===== config.mk =====
export PLATFORM = sky130hd
export DESIGN_NAME = command_chain_queue
export DESIGN_NICKNAME = d
export VERILOG_FILES = /design/src/shared/chain_pkg.sv /design/src/verilog/chain_fifo2.sv /design/src/verilog/command_chain_queue.sv
export SDC_FILE = /design/constraint.sdc
export NUM_CORES = 1
export LEC_CHECK = 0
export BUFFER_PORTS_ARGS = -buffer_cell sky130_fd_sc_hd__buf_2
export CAP_MARGIN = 20
export CORE_MARGIN = 4
export CORE_UTILIZATION = 30
export DETAILED_ROUTE_END_ITERATION = 6
export GPL_TIMING_DRIVEN = 1
export HOLD_SLACK_MARGIN = 0.03
export PLACE_DENSITY = 0.55
export SETUP_SLACK_MARGIN = 0.15
export SYNTH_ARGS = -nofsm -noshare
export SYNTH_HDL_FRONTEND = slang
export SYNTH_SLANG_ARGS = --single-unit
export TNS_END_PERCENT = 100

===== constraint.sdc =====
create_clock -name I_MCLK -period 3.6 [get_ports I_MCLK]
set_clock_uncertainty 0.05 [all_clocks]
set_input_delay 0.72 -clock I_MCLK [delete_from_list [all_inputs] [get_ports I_MCLK]]
set_output_delay 0.72 -clock I_MCLK [all_outputs]
set_load 0.005 [all_outputs]

===== src/shared/chain_pkg.sv =====
// Constants shared by the command chaining queue and its two-entry FIFO.
// Assumes a single 10 MHz device clock and a synchronous active-low reset.
package chain_pkg;

  // ---------------------------------------------------------------
  // Clock and timing
  // ---------------------------------------------------------------
  localparam int CLK_PERIOD_NS = 100;  // Device clock period
  localparam int IRQ_GAP_NS    = 200;  // Least interrupt-inactive time
  // Least time rounds up to whole cycles, never below one
  localparam int IRQ_GAP_RAW   = (IRQ_GAP_NS + CLK_PERIOD_NS - 1) / CLK_PERIOD_NS;
  localparam int IRQ_GAP_CYC   = (IRQ_GAP_RAW < 1) ? 1 : IRQ_GAP_RAW;
  localparam int GAP_W         = 2;    // Width of the gap counters
  localparam logic [GAP_W-1:0] GAP_LOAD = GAP_W'(IRQ_GAP_CYC);

  // ---------------------------------------------------------------
  // Queue layout
  // ---------------------------------------------------------------
  localparam int PAGE_W      = 3;      // Page number width
  localparam int QUEUE_DEPTH = 2;      // Entries per direction
  localparam int CNT_W       = 2;      // Occupancy counter width
  localparam logic [CNT_W-1:0] CNT_RST  = 2'h0;   // Empty after reset
  localparam logic [CNT_W-1:0] CNT_FULL = CNT_W'(QUEUE_DEPTH);

endpackage


===== src/verilog/chain_fifo2.sv =====
// Two-entry FIFO with a registered head, used for commands and status.
// Assumes push and pop are single-cycle strobes on the device clock.
`timescale 1ns/1ps
module chain_fifo2 #(
  parameter int W = 1                        // Entry width
) (
  input  wire logic                       i_mclk,
  input  wire logic                       i_rstn,
  input  wire logic                       i_push,   // Store an entry
  input  wire logic [W-1:0]               i_data,   // Entry to store
  input  wire logic                       i_pop,    // Drop the oldest
  output logic [W-1:0]                    o_head,   // Oldest entry
  output logic [chain_pkg::CNT_W-1:0]     o_count,  // Occupancy
  output logic                            o_empty,  // No entry held
  output logic                            o_full    // Both entries held
);

  // ---------------------------------------------------------------
  // Storage
  // ---------------------------------------------------------------
  logic [W-1:0]               e0_q;      // Oldest entry
  logic [W-1:0]               e1_q;      // Newer entry
  logic [chain_pkg::CNT_W-1:0] cnt_q;    // Entries held
  wire                        push_ok;   // Push that fits
  wire                        pop_ok;    // Pop of a real entry

  // A push into a full FIFO only fits when a pop frees a slot
  assign pop_ok  = i_pop & (cnt_q != chain_pkg::CNT_RST);
  assign push_ok = i_push & ((cnt_q != chain_pkg::CNT_FULL) | pop_ok);
  assign o_head  = e0_q;
  assign o_count = cnt_q;
  assign o_empty = (cnt_q == chain_pkg::CNT_RST);
  assign o_full  = (cnt_q == chain_pkg::CNT_FULL);

  // Shift register update
  always_ff @(posedge i_mclk) begin
    if (!i_rstn) begin
      e0_q  <= '0;
      e1_q  <= '0;
      cnt_q <= chain_pkg::CNT_RST;
    end else begin
      unique case ({push_ok, pop_ok})
        2'b10: begin
          // Fill the first free slot
          if (cnt_q == chain_pkg::CNT_RST) e0_q <= i_data;
          else e1_q <= i_data;
          cnt_q <= cnt_q + 2'h1;
        end
        2'b01: begin
          // Drop the oldest
          e0_q  <= e1_q;
          cnt_q <= cnt_q - 2'h1;
        end
        2'b11: begin
          // Swap one in and one out, count unchanged
          if (cnt_q == 2'h1) begin
            e0_q <= i_data;
          end else begin
            e0_q <= e1_q;
            e1_q <= i_data;
          end
        end
        default: ;
      endcase
    end
  end

endmodule // chain_fifo2


===== src/verilog/command_chain_queue.sv =====
// Command chaining queue: pending page commands and double-buffered
// completion status for transmit and receive, plus the interrupt line.
// Assumes host commands and engine events are one-cycle pulses on I_MCLK.
//
// Functional notes
// - Reset into non-chaining; chaining needs enable bit
// - Chaining accepts two transmit, two receive commands
// - Two completion statuses stored per direction
// - Done flags set only by completions
// - Available and inhibited flags show present state
// - First transmit enable clears available and acknowledge; in chaining only available is cleared
// - Second transmit enable queued with its page
// - Transmit completion sets flag, interrupt, acknowledge
// - Only clear-transmit command clears flag, interrupt
// - Second transmit interrupt waits for clear
// - Interrupt stays low at least three cycles between assertions
// - Acknowledge double-buffered, never raises interrupt
// - Queued transmit starts on next token; in chaining it waits while both statuses are held
// - After clear, second transmit status then interrupt
// - Transmit mask gates only transmit done flag
// - Disable-transmitter cancels oldest queued transmission
// - Receive completion sets flag and interrupt
// - Only clear-receive clears; receive status double-buffered
// - Second receive page used, reported after clear
// - Receive mask gates only receive done flag
// - Disable-receiver cancels oldest unless already receiving
// - Acknowledged transmission sets acknowledge and available
`timescale 1ns/1ps
module command_chain_queue (
  input  wire logic                          I_MCLK,          // Device clock
  input  wire logic                          I_RSTN,          // Sync reset, low
  input  wire logic                          I_CHAIN_EN,      // Chaining enable bit
  input  wire logic                          I_MASK_TA,       // Transmit mask bit
  input  wire logic                          I_MASK_RI,       // Receive mask bit
  input  wire logic                          I_CMD_TX_EN,     // Enable transmit
  input  wire logic                          I_CMD_RX_EN,     // Enable receive
  input  wire logic [chain_pkg::PAGE_W-1:0]  I_CMD_PAGE,      // Page for enables
  input  wire logic                          I_CMD_TX_DIS,    // Disable transmitter
  input  wire logic                          I_CMD_RX_DIS,    // Disable receiver
  input  wire logic                          I_CMD_CLR_TX,    // Clear transmit int
  input  wire logic                          I_CMD_CLR_RX,    // Clear receive int
  input  wire logic                          I_TOKEN,         // Token arrived
  input  wire logic                          I_TX_DONE,       // Transmission over
  input  wire logic                          I_TX_ACK,        // With I_TX_DONE
  input  wire logic                          I_RX_START,      // Reception begun
  input  wire logic                          I_RX_DONE,       // Packet stored
  output logic                               O_CHAINING,      // Chaining active
  output logic                               O_TX_START,      // Begin transmission
  output logic                               O_TX_PEND,       // Transmit queued
  output logic [chain_pkg::PAGE_W-1:0]       O_TX_PAGE,       // Page to send
  output logic                               O_RX_ARMED,      // Receive queued
  output logic [chain_pkg::PAGE_W-1:0]       O_RX_PAGE,       // Page to fill
  output logic                               O_TX_DONE_EDGE,  // Transmit done flag
  output logic                               O_TX_ACK,        // Acknowledge flag
  output logic                               O_TA,            // Transmitter available
  output logic                               O_RX_DONE_EDGE,  // Receive done flag
  output logic [chain_pkg::PAGE_W-1:0]       O_RX_DONE_PAGE,  // Oldest filled page
  output logic                               O_RI,            // Receiver inhibited
  output logic                               O_IRQ            // Interrupt, high
);

  // ---------------------------------------------------------------
  // Declarations
  // ---------------------------------------------------------------
  logic                           chain_q;      // Chaining mode
  logic                           tx_run_q;     // Head transmission started
  logic                           rx_run_q;     // Head reception started
  logic                           tmaq_q;       // Plain-mode acknowledge
  logic                           irq_q;        // Interrupt output
  logic [chain_pkg::GAP_W-1:0]    gap_q;        // Interrupt low-time counter
  logic [chain_pkg::GAP_W-1:0]    tx_hold_q;    // Hide after transmit clear
  logic [chain_pkg::GAP_W-1:0]    rx_hold_q;    // Hide after receive clear
  logic [chain_pkg::CNT_W-1:0]    tx_cnt;       // Transmit commands held
  logic [chain_pkg::CNT_W-1:0]    rx_cnt;       // Receive commands held
  logic                           tx_empty;     // No transmit queued
  logic                           tx_full;      // Two transmits queued
  logic                           rx_empty;     // No receive queued
  logic                           rx_full;      // Two receives queued
  logic                           txs_empty;    // No transmit status
  logic                           txs_full;     // Two transmit statuses
  logic                           rxs_empty;    // No receive status
  logic                           rxs_full;     // Two receive statuses
  logic                           txs_head;     // Oldest acknowledge
  logic [chain_pkg::PAGE_W-1:0]   rxs_head;     // Oldest filled page
  logic [chain_pkg::CNT_W-1:0]    txs_cnt;      // Transmit statuses held
  logic [chain_pkg::CNT_W-1:0]    rxs_cnt;      // Receive statuses held
  wire                            tx_limit;     // Room for another transmit
  wire                            rx_limit;     // Room for another receive
  wire                            tx_push;      // Transmit command taken
  wire                            rx_push;      // Receive command taken
  wire                            tx_pop;       // Head transmit leaves
  wire                            rx_pop;       // Head receive leaves
  wire                            rx_cancel;    // Receive disable honoured
  wire                            txs_push;     // Transmit status stored
  wire                            rxs_push;     // Receive status stored
  wire                            txs_pop;      // Transmit status cleared
  wire                            rxs_pop;      // Receive status cleared
  wire                            tx_flag;      // Visible transmit done flag
  wire                            rx_flag;      // Visible receive done flag
  wire                            irq_raw;      // Masked interrupt request
  wire                            irq_d;        // Next interrupt level

  // ---------------------------------------------------------------
  // Command acceptance
  // ---------------------------------------------------------------
  // Plain mode keeps one command per direction; chaining keeps two
  assign tx_limit  = chain_q ? !tx_full : tx_empty;
  assign rx_limit  = chain_q ? !rx_full : rx_empty;
  assign tx_push   = I_CMD_TX_EN & tx_limit;
  assign rx_push   = I_CMD_RX_EN & rx_limit;
  // Oldest command leaves on its completion or on a disable
  assign tx_pop    = I_TX_DONE | I_CMD_TX_DIS;
  // A reception already under way is not cancelled
  assign rx_cancel = I_CMD_RX_DIS & !rx_run_q;
  assign rx_pop    = I_RX_DONE | rx_cancel;

  // ---------------------------------------------------------------
  // Status queues, filled only by completions in chaining mode
  // ---------------------------------------------------------------
  assign txs_push = chain_q & I_TX_DONE & !tx_empty;
  assign rxs_push = chain_q & I_RX_DONE & !rx_empty;
  // Clears of an empty queue fall away inside the FIFO
  assign txs_pop  = I_CMD_CLR_TX;
  assign rxs_pop  = I_CMD_CLR_RX;

  // Pending transmit pages
  chain_fifo2 #(.W(chain_pkg::PAGE_W)) u_tx_cmd (
    .i_mclk  (I_MCLK),
    .i_rstn  (I_RSTN),
    .i_push  (tx_push),
    .i_data  (I_CMD_PAGE),
    .i_pop   (tx_pop),
    .o_head  (O_TX_PAGE),
    .o_count (tx_cnt),
    .o_empty (tx_empty),
    .o_full  (tx_full)
  );

  // Pending receive pages
  chain_fifo2 #(.W(chain_pkg::PAGE_W)) u_rx_cmd (
    .i_mclk  (I_MCLK),
    .i_rstn  (I_RSTN),
    .i_push  (rx_push),
    .i_data  (I_CMD_PAGE),
    .i_pop   (rx_pop),
    .o_head  (O_RX_PAGE),
    .o_count (rx_cnt),
    .o_empty (rx_empty),
    .o_full  (rx_full)
  );

  // Transmit acknowledge per completion, double-buffered
  chain_fifo2 #(.W(1)) u_tx_stat (
    .i_mclk  (I_MCLK),
    .i_rstn  (I_RSTN),
    .i_push  (txs_push),
    .i_data  (I_TX_ACK),
    .i_pop   (txs_pop),
    .o_head  (txs_head),
    .o_count (txs_cnt),
    .o_empty (txs_empty),
    .o_full  (txs_full)
  );

  // Filled receive page per completion, double-buffered
  chain_fifo2 #(.W(chain_pkg::PAGE_W)) u_rx_stat (
    .i_mclk  (I_MCLK),
    .i_rstn  (I_RSTN),
    .i_push  (rxs_push),
    .i_data  (O_RX_PAGE),
    .i_pop   (rxs_pop),
    .o_head  (rxs_head),
    .o_count (rxs_cnt),
    .o_empty (rxs_empty),
    .o_full  (rxs_full)
  );

  // ---------------------------------------------------------------
  // Engine handshake
  // ---------------------------------------------------------------
  // Start waits for a free status slot so no result is ever lost
  assign O_TX_START = I_TOKEN & !tx_empty & !tx_run_q
                      & !(chain_q & txs_full);
  assign O_TX_PEND  = !tx_empty;
  assign O_RX_ARMED = !rx_empty & !(chain_q & rxs_full);

  // Chaining mode follows the configuration bit; off after reset
  always_ff @(posedge I_MCLK) begin
    if (!I_RSTN) chain_q <= 1'b0;
    else chain_q <= I_CHAIN_EN;
  end

  // Head transmission runs from start until it leaves the queue
  always_ff @(posedge I_MCLK) begin
    if (!I_RSTN) tx_run_q <= 1'b0;
    else if (tx_pop) tx_run_q <= 1'b0;
    else if (O_TX_START) tx_run_q <= 1'b1;
  end

  // Head reception runs from its first byte until it is stored
  always_ff @(posedge I_MCLK) begin
    if (!I_RSTN) rx_run_q <= 1'b0;
    else if (I_RX_DONE) rx_run_q <= 1'b0;
    else if (I_RX_START & !rx_empty) rx_run_q <= 1'b1;
  end

  // Plain acknowledge: cleared by an enable into an idle queue
  always_ff @(posedge I_MCLK) begin
    if (!I_RSTN) tmaq_q <= 1'b0;
    else if (I_TX_DONE & !tx_empty) tmaq_q <= I_TX_ACK;
    else if (tx_push & tx_empty) tmaq_q <= 1'b0;
  end

  // ---------------------------------------------------------------
  // Visible flags
  // ---------------------------------------------------------------
  // A clear hides the flag briefly so the next status shows as a new edge
  always_ff @(posedge I_MCLK) begin
    if (!I_RSTN) begin
      tx_hold_q <= '0;
      rx_hold_q <= '0;
    end else begin
      if (txs_pop & !txs_empty) tx_hold_q <= chain_pkg::GAP_LOAD;
      else if (tx_hold_q != '0) tx_hold_q <= tx_hold_q - 2'h1;
      if (rxs_pop & !rxs_empty) rx_hold_q <= chain_pkg::GAP_LOAD;
      else if (rx_hold_q != '0) rx_hold_q <= rx_hold_q - 2'h1;
    end
  end

  // Done flags stand while a status is held and no clear is settling
  assign tx_flag        = !txs_empty & (tx_hold_q == '0);
  assign rx_flag        = !rxs_empty & (rx_hold_q == '0);
  assign O_TX_DONE_EDGE = tx_flag;
  assign O_RX_DONE_EDGE = rx_flag;
  // Acknowledge belongs to the oldest held status in chaining mode
  assign O_TX_ACK       = chain_q ? (tx_flag & txs_head) : tmaq_q;
  assign O_RX_DONE_PAGE = rxs_head;
  // Present state stays live in both modes
  assign O_TA           = tx_empty;
  assign O_RI           = rx_empty;
  assign O_CHAINING     = chain_q;

  // ---------------------------------------------------------------
  // Interrupt
  // ---------------------------------------------------------------
  // In chaining the masks act on the done flags, not on the levels
  assign irq_raw = chain_q ? ((I_MASK_TA & tx_flag) | (I_MASK_RI & rx_flag))
                           : ((I_MASK_TA & O_TA) | (I_MASK_RI & O_RI));
  assign irq_d   = irq_raw & (gap_q == '0);

  // Each fall of the line starts a guaranteed low interval
  always_ff @(posedge I_MCLK) begin
    if (!I_RSTN) begin
      irq_q <= 1'b0;
      gap_q <= '0;
    end else begin
      irq_q <= irq_d;
      if (irq_q & !irq_d) gap_q <= chain_pkg::GAP_LOAD;
      else if (gap_q != '0) gap_q <= gap_q - 2'h1;
    end
  end
  assign O_IRQ = irq_q;
endmodule // command_chain_queue

==> results by group <==
Layout
  • Filler cells: around 730
  • Area growth syn-to-layout: 17.9%
  • Layout Nets: 317
  • Antenna diodes: 0
  • Register area: approximately 780 um2
  • Share of cells above drive strength 1: 0.189
  • Area of the multi-input gates: ~1300 um2

STA
  • Fin worst setup slack: 1.10 ns
  • Endpoints failing hold: 0
  • Measured slew at the worst slew-check pin: between 0.5 and 0.6 ns
  • Final slew viol count: 0
  • Setup tns final: 0 ns
  • Final setup viols: 0
  • Max_slew headroom: 0.615
  • Maximum clock rate: 0.400 GHz
  • Final min period: about 2.5 ns
  • Tcrit/Tclk final: 0.694
  • RSZ-0062 raised after global routing: false

Clocking
  • H-tree depth: 2
  • Clock tree buffer depth: 2
  • CTS tree: yes
  • Post-CTS Setup Inserts: 0
  • Clk slew on worst S/H paths: ~0.080 ns
  • Post-CTS resize count: 0
  • Total CTS buffers: 5
  • CTS Root Cell: clkbuf_8
  • Clock latency on the worst-skew pair: around 0.29 ns
  • Hold_buf cts: 0
  • Clock sink count: 39

Synth
  • Synthesized area: approximately 2200 um2
  • Count leader, synth: dfxtp_1
  • Sequential share of the synthesized area: 0.363
  • FF+latch count, synth: 39
  • FFs w/ async S/R, synth: 0
  • Yosys warnings: 0
  • Largest cells by area after synthesis: dfxtp_1 (36%), ha_1 (10%), mux2i_1 (6.0%), a21oi_1 (4.0%), nor2_1 (3.8%)
  • Synth Flop Type: dfxtp_1
  • Synth top cells by count: dfxtp_1 (39), nor2_1 (22), ha_1 (18), a21oi_1 (17), nand2_1 (17)
  • Distinct cell type count of the synthesized netlist: between 40 and 50
  • Syn Area/Cell: 8.93 um2
  • Post-Synthesis Cells: about 240
  • EDFF count, synth: 0
  • Syn_nets: ~280
  • Top-area cell type share of the netlist area: 0.363
  • Largest area contributor in the netlist: dfxtp_1

Global routing
  • Initial antenna violation count: 0
  • Gr ovfl total: 0
  • Largest net degree at the start of global routing: 26
  • GRT Util Overall: 0.118
  • Global-route wire length before repair: 8.48 mm
  • Vias in the first global route: between 1,500 and 2,000

Placed design
  • Global placement routability congestion: between 0.7 and 0.8
  • Port bufs: 37
  • Worst slack, placed: roughly 1.1 ns
  • DP HPWL: about 3.7 mm

Floorplanning
  • FP Rows: 30
  • Die Span Y: between 90 and 100 um
  • Area of the die: about 8600 um2
  • Core area: 6870 um2
  • DIE WIDTH: 92.7 um
  • Starting density of the core: 0.313
  • I/O pin cnt: 38

Worst setup path
  • WP data arrival: 1.73 ns
  • Critical Path Sink: O_TX_ACK
  • Crit. End Element: primary output
  • Required @ worst endpoint: around 2.8 ns
  • Critical path class: reg2out
  • Critical Path Start Type: flip-flop
  • R2r setup slk: between 1 and 1.5 ns
  • Worst reg-to-reg path cell count: 10
  • Crit path from: u_tx_stat.o_count[1]$_SDFFE_PN0P_
  • Critical R2R Capture: u_rx_cmd.e1_q[1]$_SDFFE_PN0P_
  • CP max FO: 5
  • Worst R2R Start: u_rx_cmd.o_count[0]$_SDFFE_PN0P_

Hold path
  • Hold Path Class: reg2reg

Run
  • Max Cap Viol: 0

Route
  • Post-route ant nets: 0
  • Via Count: around 1,900
  • Final wirelength: approximately 5 mm
  • First DRT Iteration DRCs: 38
  • DRT Pass-1 Iters: 4
  • DR WL/cell: approximately 13 um
  • Drt drc: 0
  • Via/cell ratio: between 4 and 5

Pwr
  • Power per cell area: approximately 700 nW/um2
  • Maximum vdd ir drop: between 0.0002 and 0.00025 V
  • Leak: around 1.1 nW
  • Power, Total: 1.81 mW

Outcome
  • Status: complete, no violations
-- cells in the final DEF (no fill, tap or decap), types with 3 or more instances in the layout --
| cell type | Yosys | final |
|---|---|---|
| nor2b_1 | 8 | 8 |
| a21oi_1 | 17 | 17 |
| ha_1 | 18 | 18 |
| o21ai_0 | 5 | 5 |
| nor2_1 | 22 | 22 |
| o21ai_1 | 5 | 5 |
| mux2i_1 | 13 | 13 |
| clkbuf_8 | 0 | 7 |
| mux2_1 | 3 | 3 |
| a211oi_1 | 8 | 8 |
| o211ai_1 | 3 | 3 |
| nand3_1 | 3 | 3 |
| and3_1 | 3 | 3 |
| nand2b_1 | 3 | 3 |
| a22oi_1 | 7 | 7 |
| nand2_1 | 17 | 17 |
| xor2_1 | 4 | 4 |
| buf_2 | 1 | 37 |
| dfxtp_1 | 39 | 39 |
| nor3_1 | 8 | 8 |
| o31ai_1 | 4 | 4 |
| inv_1 | 15 | 15 |
-- registers in the layout, summed over array words and instances (netlist names) --
name,flops
u_tx_cmd.o_count,2
tx_hold_q,2
u_rx_cmd.o_count,2
u_tx_stat.o_count,2
u_tx_stat.o_head,1
u_rx_cmd.o_head,3
u_tx_cmd.e1_q,3
O_IRQ,1
u_rx_stat.e1_q,3
O_CHAINING,1
u_rx_stat.o_head,3
u_rx_cmd.e1_q,3
rx_run_q,1
tmaq_q,1
rx_hold_q,2
u_tx_cmd.o_head,3
u_rx_stat.o_count,2
u_tx_stat.e1_q,1
gap_q,2
tx_run_q,1
-- where the power goes --
part	switching, mW	total, mW	internal (mW)
clock	0.154	0.329	0.175
sequential	0.0859	0.628	0.542
combinational	0.484	0.858	0.374
total	0.724	1.81	1.09
-- logic make-up after synthesis --
| logic type | count (synthesis) | synth area share |
|---|---|---|
| AO/OA/AOI/OAI | 63 | 0.209 |
| XOR/XNOR | 5 | 0.0203 |
| adder cells (fa/ha/maj) | 18 | 0.105 |
| buffers and inverters | 22 | 0.0389 |
| flip-flops | 39 | 0.363 |
| multiplexers | 16 | 0.0762 |
| AND/OR/NAND/NOR | 78 | 0.188 |
-- how the worst min path moves through the flow --
stage	cells past startpoint	start	endpoint	slack [ns]
2_1_floorplan	1	tx_hold_q[0]$_SDFFE_PP0P_	tx_hold_q[0]$_SDFFE_PP0P_	0.37
3_3_place_gp	1	tx_hold_q[0]$_SDFFE_PP0P_	tx_hold_q[0]$_SDFFE_PP0P_	0.38
3_5_place_dp	2	rx_hold_q[1]$_SDFFE_PN0P_	rx_hold_q[0]$_SDFFE_PP0P_	0.39
4_1_cts	2	rx_hold_q[1]$_SDFFE_PN0P_	rx_hold_q[0]$_SDFFE_PP0P_	0.40
5_1_grt	2	rx_hold_q[1]$_SDFFE_PN0P_	rx_hold_q[0]$_SDFFE_PP0P_	0.43
6_report	2	rx_hold_q[1]$_SDFFE_PN0P_	rx_hold_q[0]$_SDFFE_PP0P_	0.40
-- final cells by class --
| class | instances | area share |
|---|---|---|
| Sequential cell | 39 | 0.308 |
| Multi-Input combinational cell | 180 | 0.507 |
| Timing Repair Buffer | 37 | 0.0730 |
| Clock buffer | 8 | 0.0394 |
| Inverter | 17 | 0.0251 |
| Tap cell | 96 | 0.0473 |
-- per-stage QoR --
step                      instances   util  instance area [um2]  hold slack [ns]
after CTS                       377  0.369                 2540            0.405
after global placement          369  0.355                 2440            0.383
after floorplan                 241      -                 2150            0.371
after global routing            377  0.369                 2540            0.429
after detailed placement        369  0.355                 2440            0.392
final                           377  0.369                 2540            0.400
-- critical path: stages, from the launching register on --
cell,delay [ns]
dfxtp_1,0.39
inv_1,0.08
ha_1,0.24
nor3_1,0.32
nand3_1,0.12
o21ai_0,0.12
buf_2,0.16
-- routing by layer --
metal  part of all wire  routed length, um  global-route usage
met5                  0                  0                   0
met4              0.013                 65              0.0366
met3              0.036                179              0.0301
met2               0.47               2360               0.197
met1               0.48               2390               0.150
No activity file was read; power rests on OpenSTA's default activity.
